`src/core/apc_defines.svh`:
```
`ifndef APC_DEFINES_SVH
`define APC_DEFINES_SVH

// Clock period of the host logic.
`define APC_CLK_NS        40
// Width of the result bus.
`define APC_DATA_W        8
// Low time of the write strobe (host choice).
`define APC_WR_LOW_CYC    2
// Least write rise to read fall in write-read mode.
`define APC_WR_RD_NS      400
`define APC_WR_RD_CYC     ((`APC_WR_RD_NS + `APC_CLK_NS - 1) / `APC_CLK_NS)
// Longest read-only conversion plus access margin.
`define APC_RO_CONV_NS    2550
`define APC_RO_CONV_CYC   (`APC_RO_CONV_NS / `APC_CLK_NS)
// Longest write rise to done fall.
`define APC_WR_DONE_NS    1300
`define APC_WR_DONE_CYC   (`APC_WR_DONE_NS / `APC_CLK_NS)
// Longest read fall to done fall in write-read mode.
`define APC_RD_DONE_NS    290
`define APC_RD_DONE_CYC   (`APC_RD_DONE_NS / `APC_CLK_NS)
// Least done fall to valid data.
`define APC_SETTLE_NS     50
`define APC_SETTLE_CYC    ((`APC_SETTLE_NS + `APC_CLK_NS - 1) / `APC_CLK_NS)
// Least gap between two conversion cycles.
`define APC_GAP_NS        500
`define APC_GAP_CYC       ((`APC_GAP_NS + `APC_CLK_NS - 1) / `APC_CLK_NS)
// Width of the cycle counter.
`define APC_CNT_W         7

`endif

```
`src/core/apc_pkg.sv`:
```
`include "apc_defines.svh"

package apc_pkg;

  typedef logic [`APC_CNT_W-1:0]  apc_cnt_t;
  typedef logic [`APC_DATA_W-1:0] apc_data_t;

  typedef enum logic [2:0] {
    APC_IDLE,
    APC_WR_LOW,
    APC_WR_WAIT,
    APC_DONE_WAIT,
    APC_SETTLE,
    APC_GAP
  } apc_state_e;

  // Pins driven toward the converter.
  typedef struct packed {
    logic cs_n;
    logic rd_n;
    logic wr_out;
    logic wr_oe;
    logic mode;
  } apc_pins_s;

  typedef struct packed {
    apc_state_e state;
    apc_cnt_t   cnt;
    apc_pins_s  pins;
    logic       alone;
    apc_data_t  result;
    logic       valid;
    logic       busy;
    logic       timeout;
    logic       dev_busy;
  } apc_st_s;

endpackage : apc_pkg

```
`src/core/apc_host.sv`:
```
// Operation
// - Host raises read; device releases done, data.
// - Host starts write-read with select and write low; read-only starts with select and read low.
// - Host waits 0.4 us write rise to read, except in standalone mode, where read is low from the start.
// - Host waits 500 ns between conversions.
`include "apc_defines.svh"

module apc_host
  import apc_pkg::*;
(
  // Clock and reset.
  input  wire logic      clock,
  input  wire logic      rst_n,
  // User request side.
  input  wire logic      start,
  input  wire logic      write_read,
  input  wire logic      standalone,
  output apc_data_t      result,
  output logic           result_valid,
  output logic           busy,
  output logic           timeout,
  output logic           dev_busy,
  // Converter pins.
  output logic           cs_n,
  output logic           rd_n,
  output logic           wr_rdy_out,
  output logic           wr_rdy_oe,
  input  wire logic      wr_rdy_in,
  output logic           mode,
  input  wire logic      done_n,
  input  wire apc_data_t result_bus
);

  apc_st_s st_reg;
  apc_st_s st_next;

  always_comb begin
    st_next         = st_reg;
    st_next.valid   = 1'b0;
    st_next.timeout = 1'b0;
    // ready low while selected in read-only mode means busy.
    st_next.dev_busy = !st_reg.pins.mode && !st_reg.pins.cs_n && !wr_rdy_in;
    unique case (st_reg.state)
      APC_IDLE: begin
        if (start) begin
          st_next.busy        = 1'b1;
          st_next.pins.cs_n   = 1'b0;
          st_next.pins.mode   = write_read;
          st_next.alone       = write_read && standalone;
          st_next.cnt         = '0;
          if (write_read) begin
            st_next.pins.wr_out = 1'b0;
            st_next.pins.wr_oe  = 1'b1;
            st_next.pins.rd_n   = !standalone;
            st_next.state       = APC_WR_LOW;
          end else begin
            // read fall starts a read-only conversion.
            st_next.pins.rd_n   = 1'b0;
            st_next.state       = APC_DONE_WAIT;
          end
        end
      end
      APC_WR_LOW: begin
        st_next.cnt = st_reg.cnt + 1'b1;
        if (st_reg.cnt == `APC_CNT_W'(`APC_WR_LOW_CYC - 1)) begin
          // conversion runs from the write rise.
          st_next.pins.wr_out = 1'b1;
          st_next.cnt         = '0;
          st_next.state       = st_reg.alone ? APC_DONE_WAIT : APC_WR_WAIT;
        end
      end
      APC_WR_WAIT: begin
        st_next.cnt = st_reg.cnt + 1'b1;
        // read only after the write-to-read delay.
        if (st_reg.cnt == `APC_CNT_W'(`APC_WR_RD_CYC - 1)) begin
          st_next.pins.rd_n = 1'b0;
          st_next.cnt       = '0;
          st_next.state     = APC_DONE_WAIT;
        end
      end
      APC_DONE_WAIT: begin
        st_next.cnt = st_reg.cnt + 1'b1;
        if (!done_n) begin
          st_next.cnt   = '0;
          st_next.state = APC_SETTLE;
        end else if ((!st_reg.pins.mode && st_reg.cnt == `APC_CNT_W'(`APC_RO_CONV_CYC)) ||
                     (st_reg.alone && st_reg.cnt == `APC_CNT_W'(`APC_WR_DONE_CYC)) ||
                     (st_reg.pins.mode && !st_reg.alone &&
                      st_reg.cnt == `APC_CNT_W'(`APC_RD_DONE_CYC))) begin
          // A converter that never answers must not hang the host.
          st_next.timeout     = 1'b1;
          st_next.pins.rd_n   = 1'b1;
          st_next.pins.cs_n   = 1'b1;
          st_next.pins.wr_oe  = 1'b0;
          st_next.cnt         = '0;
          st_next.state       = APC_GAP;
        end
      end
      APC_SETTLE: begin
        st_next.cnt = st_reg.cnt + 1'b1;
        // sample only after the data settle time.
        if (st_reg.cnt == `APC_CNT_W'(`APC_SETTLE_CYC - 1)) begin
          st_next.result      = result_bus;
          st_next.valid       = 1'b1;
          // raise read once the data is taken.
          st_next.pins.rd_n   = 1'b1;
          // deselect and release the shared pin together.
          st_next.pins.cs_n   = 1'b1;
          st_next.pins.wr_oe  = 1'b0;
          st_next.cnt         = '0;
          st_next.state       = APC_GAP;
        end
      end
      APC_GAP: begin
        st_next.cnt = st_reg.cnt + 1'b1;
        if (st_reg.cnt == `APC_CNT_W'(`APC_GAP_CYC - 1)) begin
          st_next.busy  = 1'b0;
          st_next.cnt   = '0;
          st_next.state = APC_IDLE;
        end
      end
    endcase
  end

  always_ff @(posedge clock or negedge rst_n) begin
    if (!rst_n) begin
      st_reg             <= '0;
      st_reg.state       <= APC_IDLE;
      st_reg.pins.cs_n   <= 1'b1;
      st_reg.pins.rd_n   <= 1'b1;
      st_reg.pins.wr_out <= 1'b1;
    end else begin
      st_reg <= st_next;
    end
  end

  assign result       = st_reg.result;
  assign result_valid = st_reg.valid;
  assign busy         = st_reg.busy;
  assign timeout      = st_reg.timeout;
  assign dev_busy     = st_reg.dev_busy;
  assign cs_n         = st_reg.pins.cs_n;
  assign rd_n         = st_reg.pins.rd_n;
  assign wr_rdy_out   = st_reg.pins.wr_out;
  assign wr_rdy_oe    = st_reg.pins.wr_oe;
  assign mode         = st_reg.pins.mode;

  // Helper counters: cycles since the write rose and since deselect.
  apc_cnt_t since_wr;
  apc_cnt_t since_cs;
  always_ff @(posedge clock or negedge rst_n) begin
    if (!rst_n) begin
      since_wr <= '1;
      since_cs <= '1;
    end else begin
      since_wr <= (!wr_rdy_out) ? '0 : (since_wr == '1 ? since_wr : since_wr + 1'b1);
      since_cs <= (!cs_n) ? '0 : (since_cs == '1 ? since_cs : since_cs + 1'b1);
    end
  end

  a_wr_rd_delay: assert property (@(posedge clock) disable iff (!rst_n)
    $fell(rd_n) && mode && wr_rdy_oe |-> since_wr >= `APC_CNT_W'(`APC_WR_RD_CYC))
    else $error("read fell too soon after write rose");

  a_gap_time: assert property (@(posedge clock) disable iff (!rst_n)
    $fell(cs_n) |-> $past(since_cs) >= `APC_CNT_W'(`APC_GAP_CYC))
    else $error("next conversion started too soon");

  a_start_write: assert property (@(posedge clock) disable iff (!rst_n)
    $fell(cs_n) && mode |-> !wr_rdy_out && wr_rdy_oe)
    else $error("select and write not low together");

  a_read_release: assert property (@(posedge clock) disable iff (!rst_n)
    result_valid |-> rd_n && cs_n && $past(!rd_n))
    else $error("read not raised with data capture");

  a_desel_float: assert property (@(posedge clock) disable iff (!rst_n)
    cs_n |-> !wr_rdy_oe && rd_n)
    else $error("strobes active while deselected");

  a_ro_no_drive: assert property (@(posedge clock) disable iff (!rst_n)
    !mode |-> !wr_rdy_oe)
    else $error("ready pin driven in read-only mode");

  a_settle_data: assert property (@(posedge clock) disable iff (!rst_n)
    $fell(done_n) && !cs_n |-> !result_valid [*2])
    else $error("data taken before settle time");

  a_start_ro: assert property (@(posedge clock) disable iff (!rst_n)
    $fell(cs_n) && !mode |-> !rd_n)
    else $error("read-only cycle without read fall");

  a_timeout_free: assert property (@(posedge clock) disable iff (!rst_n)
    timeout |-> cs_n && rd_n && !wr_rdy_oe)
    else $error("pins not released after timeout");

  a_wr_low_width: assert property (@(posedge clock) disable iff (!rst_n)
    $fell(wr_rdy_out) |-> !wr_rdy_out [*2])
    else $error("write strobe low too short");

endmodule : apc_host

```
`config.mk`:
```
export PLATFORM = sky130hd
export DESIGN_NAME = apc_host
export DESIGN_NICKNAME = d
export VERILOG_FILES = /design/src/core/apc_pkg.sv /design/src/core/apc_host.sv
export VERILOG_INCLUDE_DIRS = /design/src /design/src/core
export SDC_FILE = /design/constraint.sdc
export NUM_CORES = 1
export LEC_CHECK = 0
export BUFFER_PORTS_ARGS = -buffer_cell sky130_fd_sc_hd__buf_2
export CAP_MARGIN = 10
export CORE_UTILIZATION = 30
export DETAILED_ROUTE_END_ITERATION = 10
export PLACE_DENSITY = 0.58
export SYNTH_ARGS = -nofsm -noshare
export SYNTH_HDL_FRONTEND = slang
export SYNTH_SLANG_ARGS = --single-unit
```
`constraint.sdc`:
```
create_clock -name clock -period 5 [get_ports clock]
set_clock_uncertainty 0.2 [all_clocks]
set_input_delay 0.5 -clock clock [delete_from_list [all_inputs] [get_ports clock]]
set_output_delay 0.5 -clock clock [all_outputs]
set_load 0.05 [all_outputs]
```
==> summary.txt, run 1 <==
Run status
  • Status: finished, final reports clean

Clock network
  • CTS sink cnt: 28
  • Setup Fix Bufs, Post-CTS: 0
  • H-tree levels: 1
  • Clock root buffer master: clkbuf_8
  • Post_cts resized: 0
  • CTS tree: yes
  • CTS Buf Count: 3
  • # hold bufs at CTS: 0
  • Insertion delay to the later sink of the worst-skew pair: 280 ps
  • Bufs on Longest Clock Path: 2
  • Worst-path clk slew: 100 ps

STA
  • Sum of negative setup slack: 0 ps
  • Fin. max-slew vios: 0
  • Max Freq: 450 MHz
  • Slack of the critical path: 2780 ps
  • Slew @ Worst Pin: 663 ps
  • Fin. Hold Viols: 0
  • Final Setup Violations: 0
  • Slew headroom: between 50% and 60%
  • RSZ-0062 raised after global routing: false
  • Min cycle time layout: 2220 ps
  • Final Cycle Share: 44.4%

Power
  • Combinational share of power: 52.7%
  • Sw power: 587 uW
  • Sequential share of power: around a third
  • Cell-internal power: 597 uW
  • Sw Ratio: 49.6%
  • Peak VDD IR: 244 uV
  • Power Total: 1.18 mW
  • LEAKAGE: 0.819 nW
  • Clock share of power: 12.2%
  • Power Density: 634 nW/um^2

Cells and area
  • Fill cells: 549
  • Largest register FFs: 11
  • Multi-input logic area: 833 um^2
  • FF+latch area: ~700 um^2
  • Share of cells above drive strength 1: 29.7%
  • Final nets: 211
  • P&R area growth vs syn: 10.9%
  • # diodes: 0

Synth
  • Ys flop type: dfrtp_1
  • Syn Area/Cell: 9.72 um^2
  • Syn Inst Count: 173
  • Post-synth top area share: 37.2%
  • Netlist cell types: 55
  • Yosys warning total: 0
  • Synth async-reset ratio: 100%
  • #FFs+latches synth: 28
  • Post-Syn Nets: between 150 and 200
  • Top-count cell post-synth: dfrtp_1
  • Top cells by count, synth: 25 x dfrtp_1, 19 x nand2_1, 10 x buf_4
  • Area leader, netlist: dfrtp_1
  • Post-synth EDFFs: 0
  • Synth area leaders: dfrtp_1 37%, mux2_2 5.4%, dfstp_2 4.7%
  • Sequential share of the synthesized area: around two fifths
  • Mapped cell area: 1680 um^2

GRT
  • Initial antenna violation count: 0
  • Pin count of the biggest net entering global routing: 29
  • Vias in the first global route: 1205
  • GRT Total Usage: 12.7%
  • Grt ovf: 0
  • First-pass GRT wire length: approximately 6000 um

Critical path
  • Internal reg-to-reg setup slack: roughly 2800 ps
  • Crit path launch type: flop
  • Worst-path maximum fanout: 5
  • Critical path endpoint category: flop
  • Worst-case reg-to-reg path depth: 6
  • Kind of critical path: flop to flop
  • CP required: 4980 ps
  • Worst path arrival time: 2200 ps
  • Capturing point of the worst reg2reg path: wr_rdy_oe
  • RR Startpoint: st_reg[18]

Hold path
  • Type of the tightest min-delay check: primary input to asynchronous set/reset pin

Routing
  • Remaining DRCs: 0
  • WL per Instance: 13.6 um
  • Routed Antenna Nets: 0
  • Initial DRC count: between 80 and 90
  • Post-Route WL: 3570 um
  • DR pass1 iterations: 4
  • Via count: 1311
  • Via density: around 5.0

Placed design
  • Setup WS pre-CTS: 2790 ps
  • DPL Wire Length: ~2600 um
  • GPL Wtd Cong: between 0.8 and 0.9
  • Port buffer count: 31

Floorplanning
  • Io pins: 32
  • Core area: 5240 um^2
  • Initial core utilization: 32.1%
  • Die W: 76.9 um
  • Die height: approximately 77 um
  • Die area: 5910 um^2
  • Rows: 26

Flow run
  • Maxcap violations: 0
==> metal layers <==
metal  global-route usage [%]  part of all wire, %  wire (um)
met1                     18.5                   50       1790
met2                     19.0                   45       1600
met3                     3.10                  4.6        164
met4                     2.12                 0.36         13
met5                        0                    0          0
==> power groups by stage <==
stage / clock (mW) / sequential, mW / combinational, mW
finish: 0.144 / 0.415 / 0.624
global route: 0.157 / 0.432 / 0.675
CTS: 0.150 / 0.416 / 0.629
detailed placement: 0 / 0.420 / 0.627
global placement: 0 / 0.421 / 0.624
floorplan: 0 / 0.448 / 0.519
==> placed cells by master (no fill, tap or decap), types with 2 or more instances in the layout <==
| cell type | synthesis | final |
|---|---|---|
| nand2_1 | 19 | 19 |
| dfrtp_1 | 25 | 25 |
| nor2_1 | 9 | 9 |
| or4_1 | 2 | 2 |
| inv_1 | 6 | 6 |
| clkbuf_8 | 0 | 4 |
| and4b_1 | 2 | 2 |
| a21oi_1 | 7 | 7 |
| dfstp_2 | 3 | 3 |
| o22ai_1 | 2 | 2 |
| o21ai_1 | 5 | 5 |
| a31oi_1 | 2 | 2 |
| o211ai_1 | 2 | 2 |
| nand3_1 | 7 | 7 |
| nor3_1 | 4 | 4 |
| nor2b_1 | 5 | 5 |
| mux2_2 | 8 | 8 |
| ha_1 | 3 | 3 |
| and2_1 | 4 | 4 |
| o21a_1 | 3 | 3 |
| buf_2 | 4 | 31 |
| o21ai_0 | 7 | 7 |
==> cell type report <==
cell class / instances / area share [%]
clock buffer: 4 / 2.95
inverter: 6 / 1.21
multi-input combinational: 122 / 44.7
sequential: 28 / 37.8
tap: 70 / 4.69
timing repair buffer: 32 / 8.72
==> cells by family (layout without fill, tap and decap cells) <==
family | count (synthesis) | after routing | synth area share [%]
flops | 28 | 28 | 41.9
fa+ha+maj | 3 | 3 | 2.23
simple gates | 66 | 66 | 22.2
compound gates | 44 | 44 | 19.2
buf+inv | 23 | 42 | 8.56
xor+xnor | 1 | 1 | 0.521
mux | 8 | 8 | 5.36
==> metrics by stage <==
stage,instance area (um^2),hold WS [ps],std cells,util (%)
after floorplan,1680,4.41,173,-
after global placement,1810,252,258,34.6
after detailed placement,1810,251,258,34.6
after CTS,1870,60.7,262,35.6
after global routing,1870,84.4,262,35.6
final,1870,28.4,262,35.6
==> how the worst max path moves through the flow <==
stage | from | endpoint | slack [ps] | cells past startpoint
after floorplan | st_reg[18] | st_reg[22] | 2930 | 7
after CTS | st_reg[18] | wr_rdy_oe | 2780 | 6
final | st_reg[18] | wr_rdy_oe | 2780 | 6
after global placement | st_reg[18] | st_reg[24] | 2790 | 7
after detailed placement | st_reg[18] | st_reg[24] | 2790 | 7
after global routing | st_reg[19] | result[4] | 2650 | 6
==> worst max-delay path: stages (launching register included) <==
cell and delay (ps):
dfrtp_1 430, ha_1 270, nand3_1 180, or4_1 510, a31oi_4 230, o21ai_1 100, a21bo_1 210
Note: power is estimated with default switching activity, not from simulation.
==> inputs of run 2 (changes only) <==
--- a/config.mk
+++ b/config.mk
@@ -10,7 +10,7 @@
 export CAP_MARGIN = 10
 export CORE_UTILIZATION = 30
 export DETAILED_ROUTE_END_ITERATION = 10
-export PLACE_DENSITY = 0.58
+export PLACE_DENSITY = 0.6
 export SYNTH_ARGS = -nofsm -noshare
 export SYNTH_HDL_FRONTEND = slang
 export SYNTH_SLANG_ARGS = --single-unit
==> constraint.sdc (replaced) <==
create_clock -name clock -period 1.98 [get_ports clock]
set_clock_uncertainty 0.2 [all_clocks]
set_input_delay 0.198 -clock clock [delete_from_list [all_inputs] [get_ports clock]]
set_output_delay 0.198 -clock clock [all_outputs]
set_load 0.05 [all_outputs]
==> summary.txt, run 2 (synthesized netlist as in run 1, its figures left out) <==
Clock network
  • Insertion delay to the later sink of the worst-skew pair: approximately 280 ps
  • Clock root buffer master: clkbuf_8
  • H-tree levels: 1
  • CTS tree: yes
  • Worst-path clk slew: about 100 ps
  • CTS Buf Count: 3
  • Bufs on Longest Clock Path: 2
  • CTS sink cnt: 28

Power
  • LEAKAGE: 1.04 nW
  • Power Total: 3.53 mW
  • Peak VDD IR: 633 uV
  • Power Density: 1530 nW/um^2

Cells and area
  • Share of cells above drive strength 1: approximately 45%
  • Largest register FFs: 11
  • Most common cell after layout, fill and taps aside: buf_4
  • P&R area growth vs syn: 37.2%
  • Final nets: around 260
  • # diodes: 0
  • Commonest non-fill, non-tap cells in the layout: 33 x buf_4, 31 x buf_2, 21 x dfrtp_1

STA
  • Min cycle time layout: 2040 ps
  • RSZ-0062 raised after global routing: true
  • Final Cycle Share: 103%
  • Hold_ws: 48.8 ps
  • Slew headroom: a little under three fifths
  • Fin. max-slew vios: 0
  • Fin. Hold Viols: 0
  • Slew @ Worst Pin: 647 ps
  • Max Freq: approximately 490 MHz
  • Final Setup Violations: 10
  • Slack of the critical path: -64.1 ps

Critical path
  • Crit path launch type: flop
  • CP max stage cell: or4_4
  • CP required: 1940 ps
  • Max incr delay on CP: 460 ps
  • Kind of critical path: flop to flop
  • Worst-path maximum fanout: 7
  • Critical path endpoint category: flop
  • CP cell instances: inv_2 -> ha_4 -> nand2b_4 -> or4_4 -> a31o_4 -> nor2_4 -> o211ai_1
  • Worst path arrival time: roughly 2000 ps

Placed design
  • Port buffer count: 31
  • DPL Wire Length: 2840 um
  • GPL Wtd Cong: 0.775
  • Setup WS pre-CTS: -109 ps

Run status
  • Status: finished with violations
  • Failing checks: setup timing

Hold path
  • Type of the tightest min-delay check: primary input to flop

Floorplanning
  • Die area: 5910 um^2
  • Rows: 26
  • Initial core utilization: 32.1%
  • Io pins: 32
  • Core area: 5240 um^2
  • Die W: 76.9 um
  • Die height: 76.9 um

Routing
  • Initial DRC count: 87
  • Via density: ~5
  • Via count: 1523
  • DR pass1 iterations: 4
  • Remaining DRCs: 0
  • Post-Route WL: slightly above 4000 um
  • WL per Instance: ~13 um
  • Routed Antenna Nets: 0

Flow run
  • Maxcap violations: 0

GRT
  • Vias in the first global route: about 1500
  • GRT Total Usage: 14.3%
  • Pin count of the biggest net entering global routing: 29
  • First-pass GRT wire length: 6730 um
  • Grt ovf: 0
  • Initial antenna violation count: 0
==> run 2: cell count changes in the layout (fill, tap and decap cells not counted), sizes merged <==
cell         before  now
buf              32   65
dlygate4sd3       0   12
==> run 2: layout make-up <==
class	instances	area [um^2]
Fill cell	499	2930
Multi-Input combinational cell	122	898
Sequential cell	28	709
Timing Repair Buffer	77	534
Tap cell	70	87.6
Clock buffer	4	55.1
Inverter	6	22.5
==> run 2: final timing paths <==
check	from	to	slack, ps	cells after the start
setup / recovery	st_reg[18]	st_reg[22]	-60	7
hold / removal	write_read	st_reg[12]	50	3
setup reg to reg	st_reg[18]	st_reg[22]	-60	7
hold reg to reg	rd_n	rd_n	270	2
max in group asynchronous	rst_n	st_reg[18]	890	2
min in group asynchronous	rst_n	timeout	260	2
==> run 2: repair_timing <==
action | CTS | global route
pin swaps | 1 | 7
endpoints found under the hold margin | 36 | 0
gates cloned | 0 | 0
setup buffers | 3 | 3
resized for setup | 5 | 11
setup endpoints to repair | 20 | 22
hold buffers | 12 | 0
==> run 2: through the flow <==
stage	cell area (um^2)	instances	TNS, ps	util (%)
finish	2310	307	-275	44.1
global route	2310	307	-1270	44.1
CTS	2250	304	-476	42.9
detailed placement	2030	285	-1440	38.8
global placement	2030	285	-916	38.8
floorplan	1700	173	0	-
==> run 2: layer usage <==
| metal | track usage (%) | vias to the layer above | routed length [um] |
|---|---|---|---|
| li1 | - | 745 | - |
| met1 | 17.2 | 739 | 1890 |
| met2 | 25.5 | 32 | 2000 |
| met3 | 2.50 | 7 | 137 |
| met4 | 4.62 | 0 | 48 |
| met5 | 0 | - | 0 |
==> run 2: where the power goes <==
| part | internal (mW) | switching [mW] | leakage (nW) |
|---|---|---|---|
| registers | 0.809 | 0.196 | 0.340 |
| logic | 0.900 | 1.27 | 0.673 |
| clock network | 0.178 | 0.184 | 0.0288 |
| total | 1.89 | 1.65 | 1.04 |
==> run 2: worst max-delay path: cells and delay by family (launching register included) <==
kind	cells	cell delay (ps)
and+or+nand+nor	3	650
AOI/OAI and AO/OA	2	410
DFF	1	440
adders and majority gates	1	140
buffers and inverters	1	90
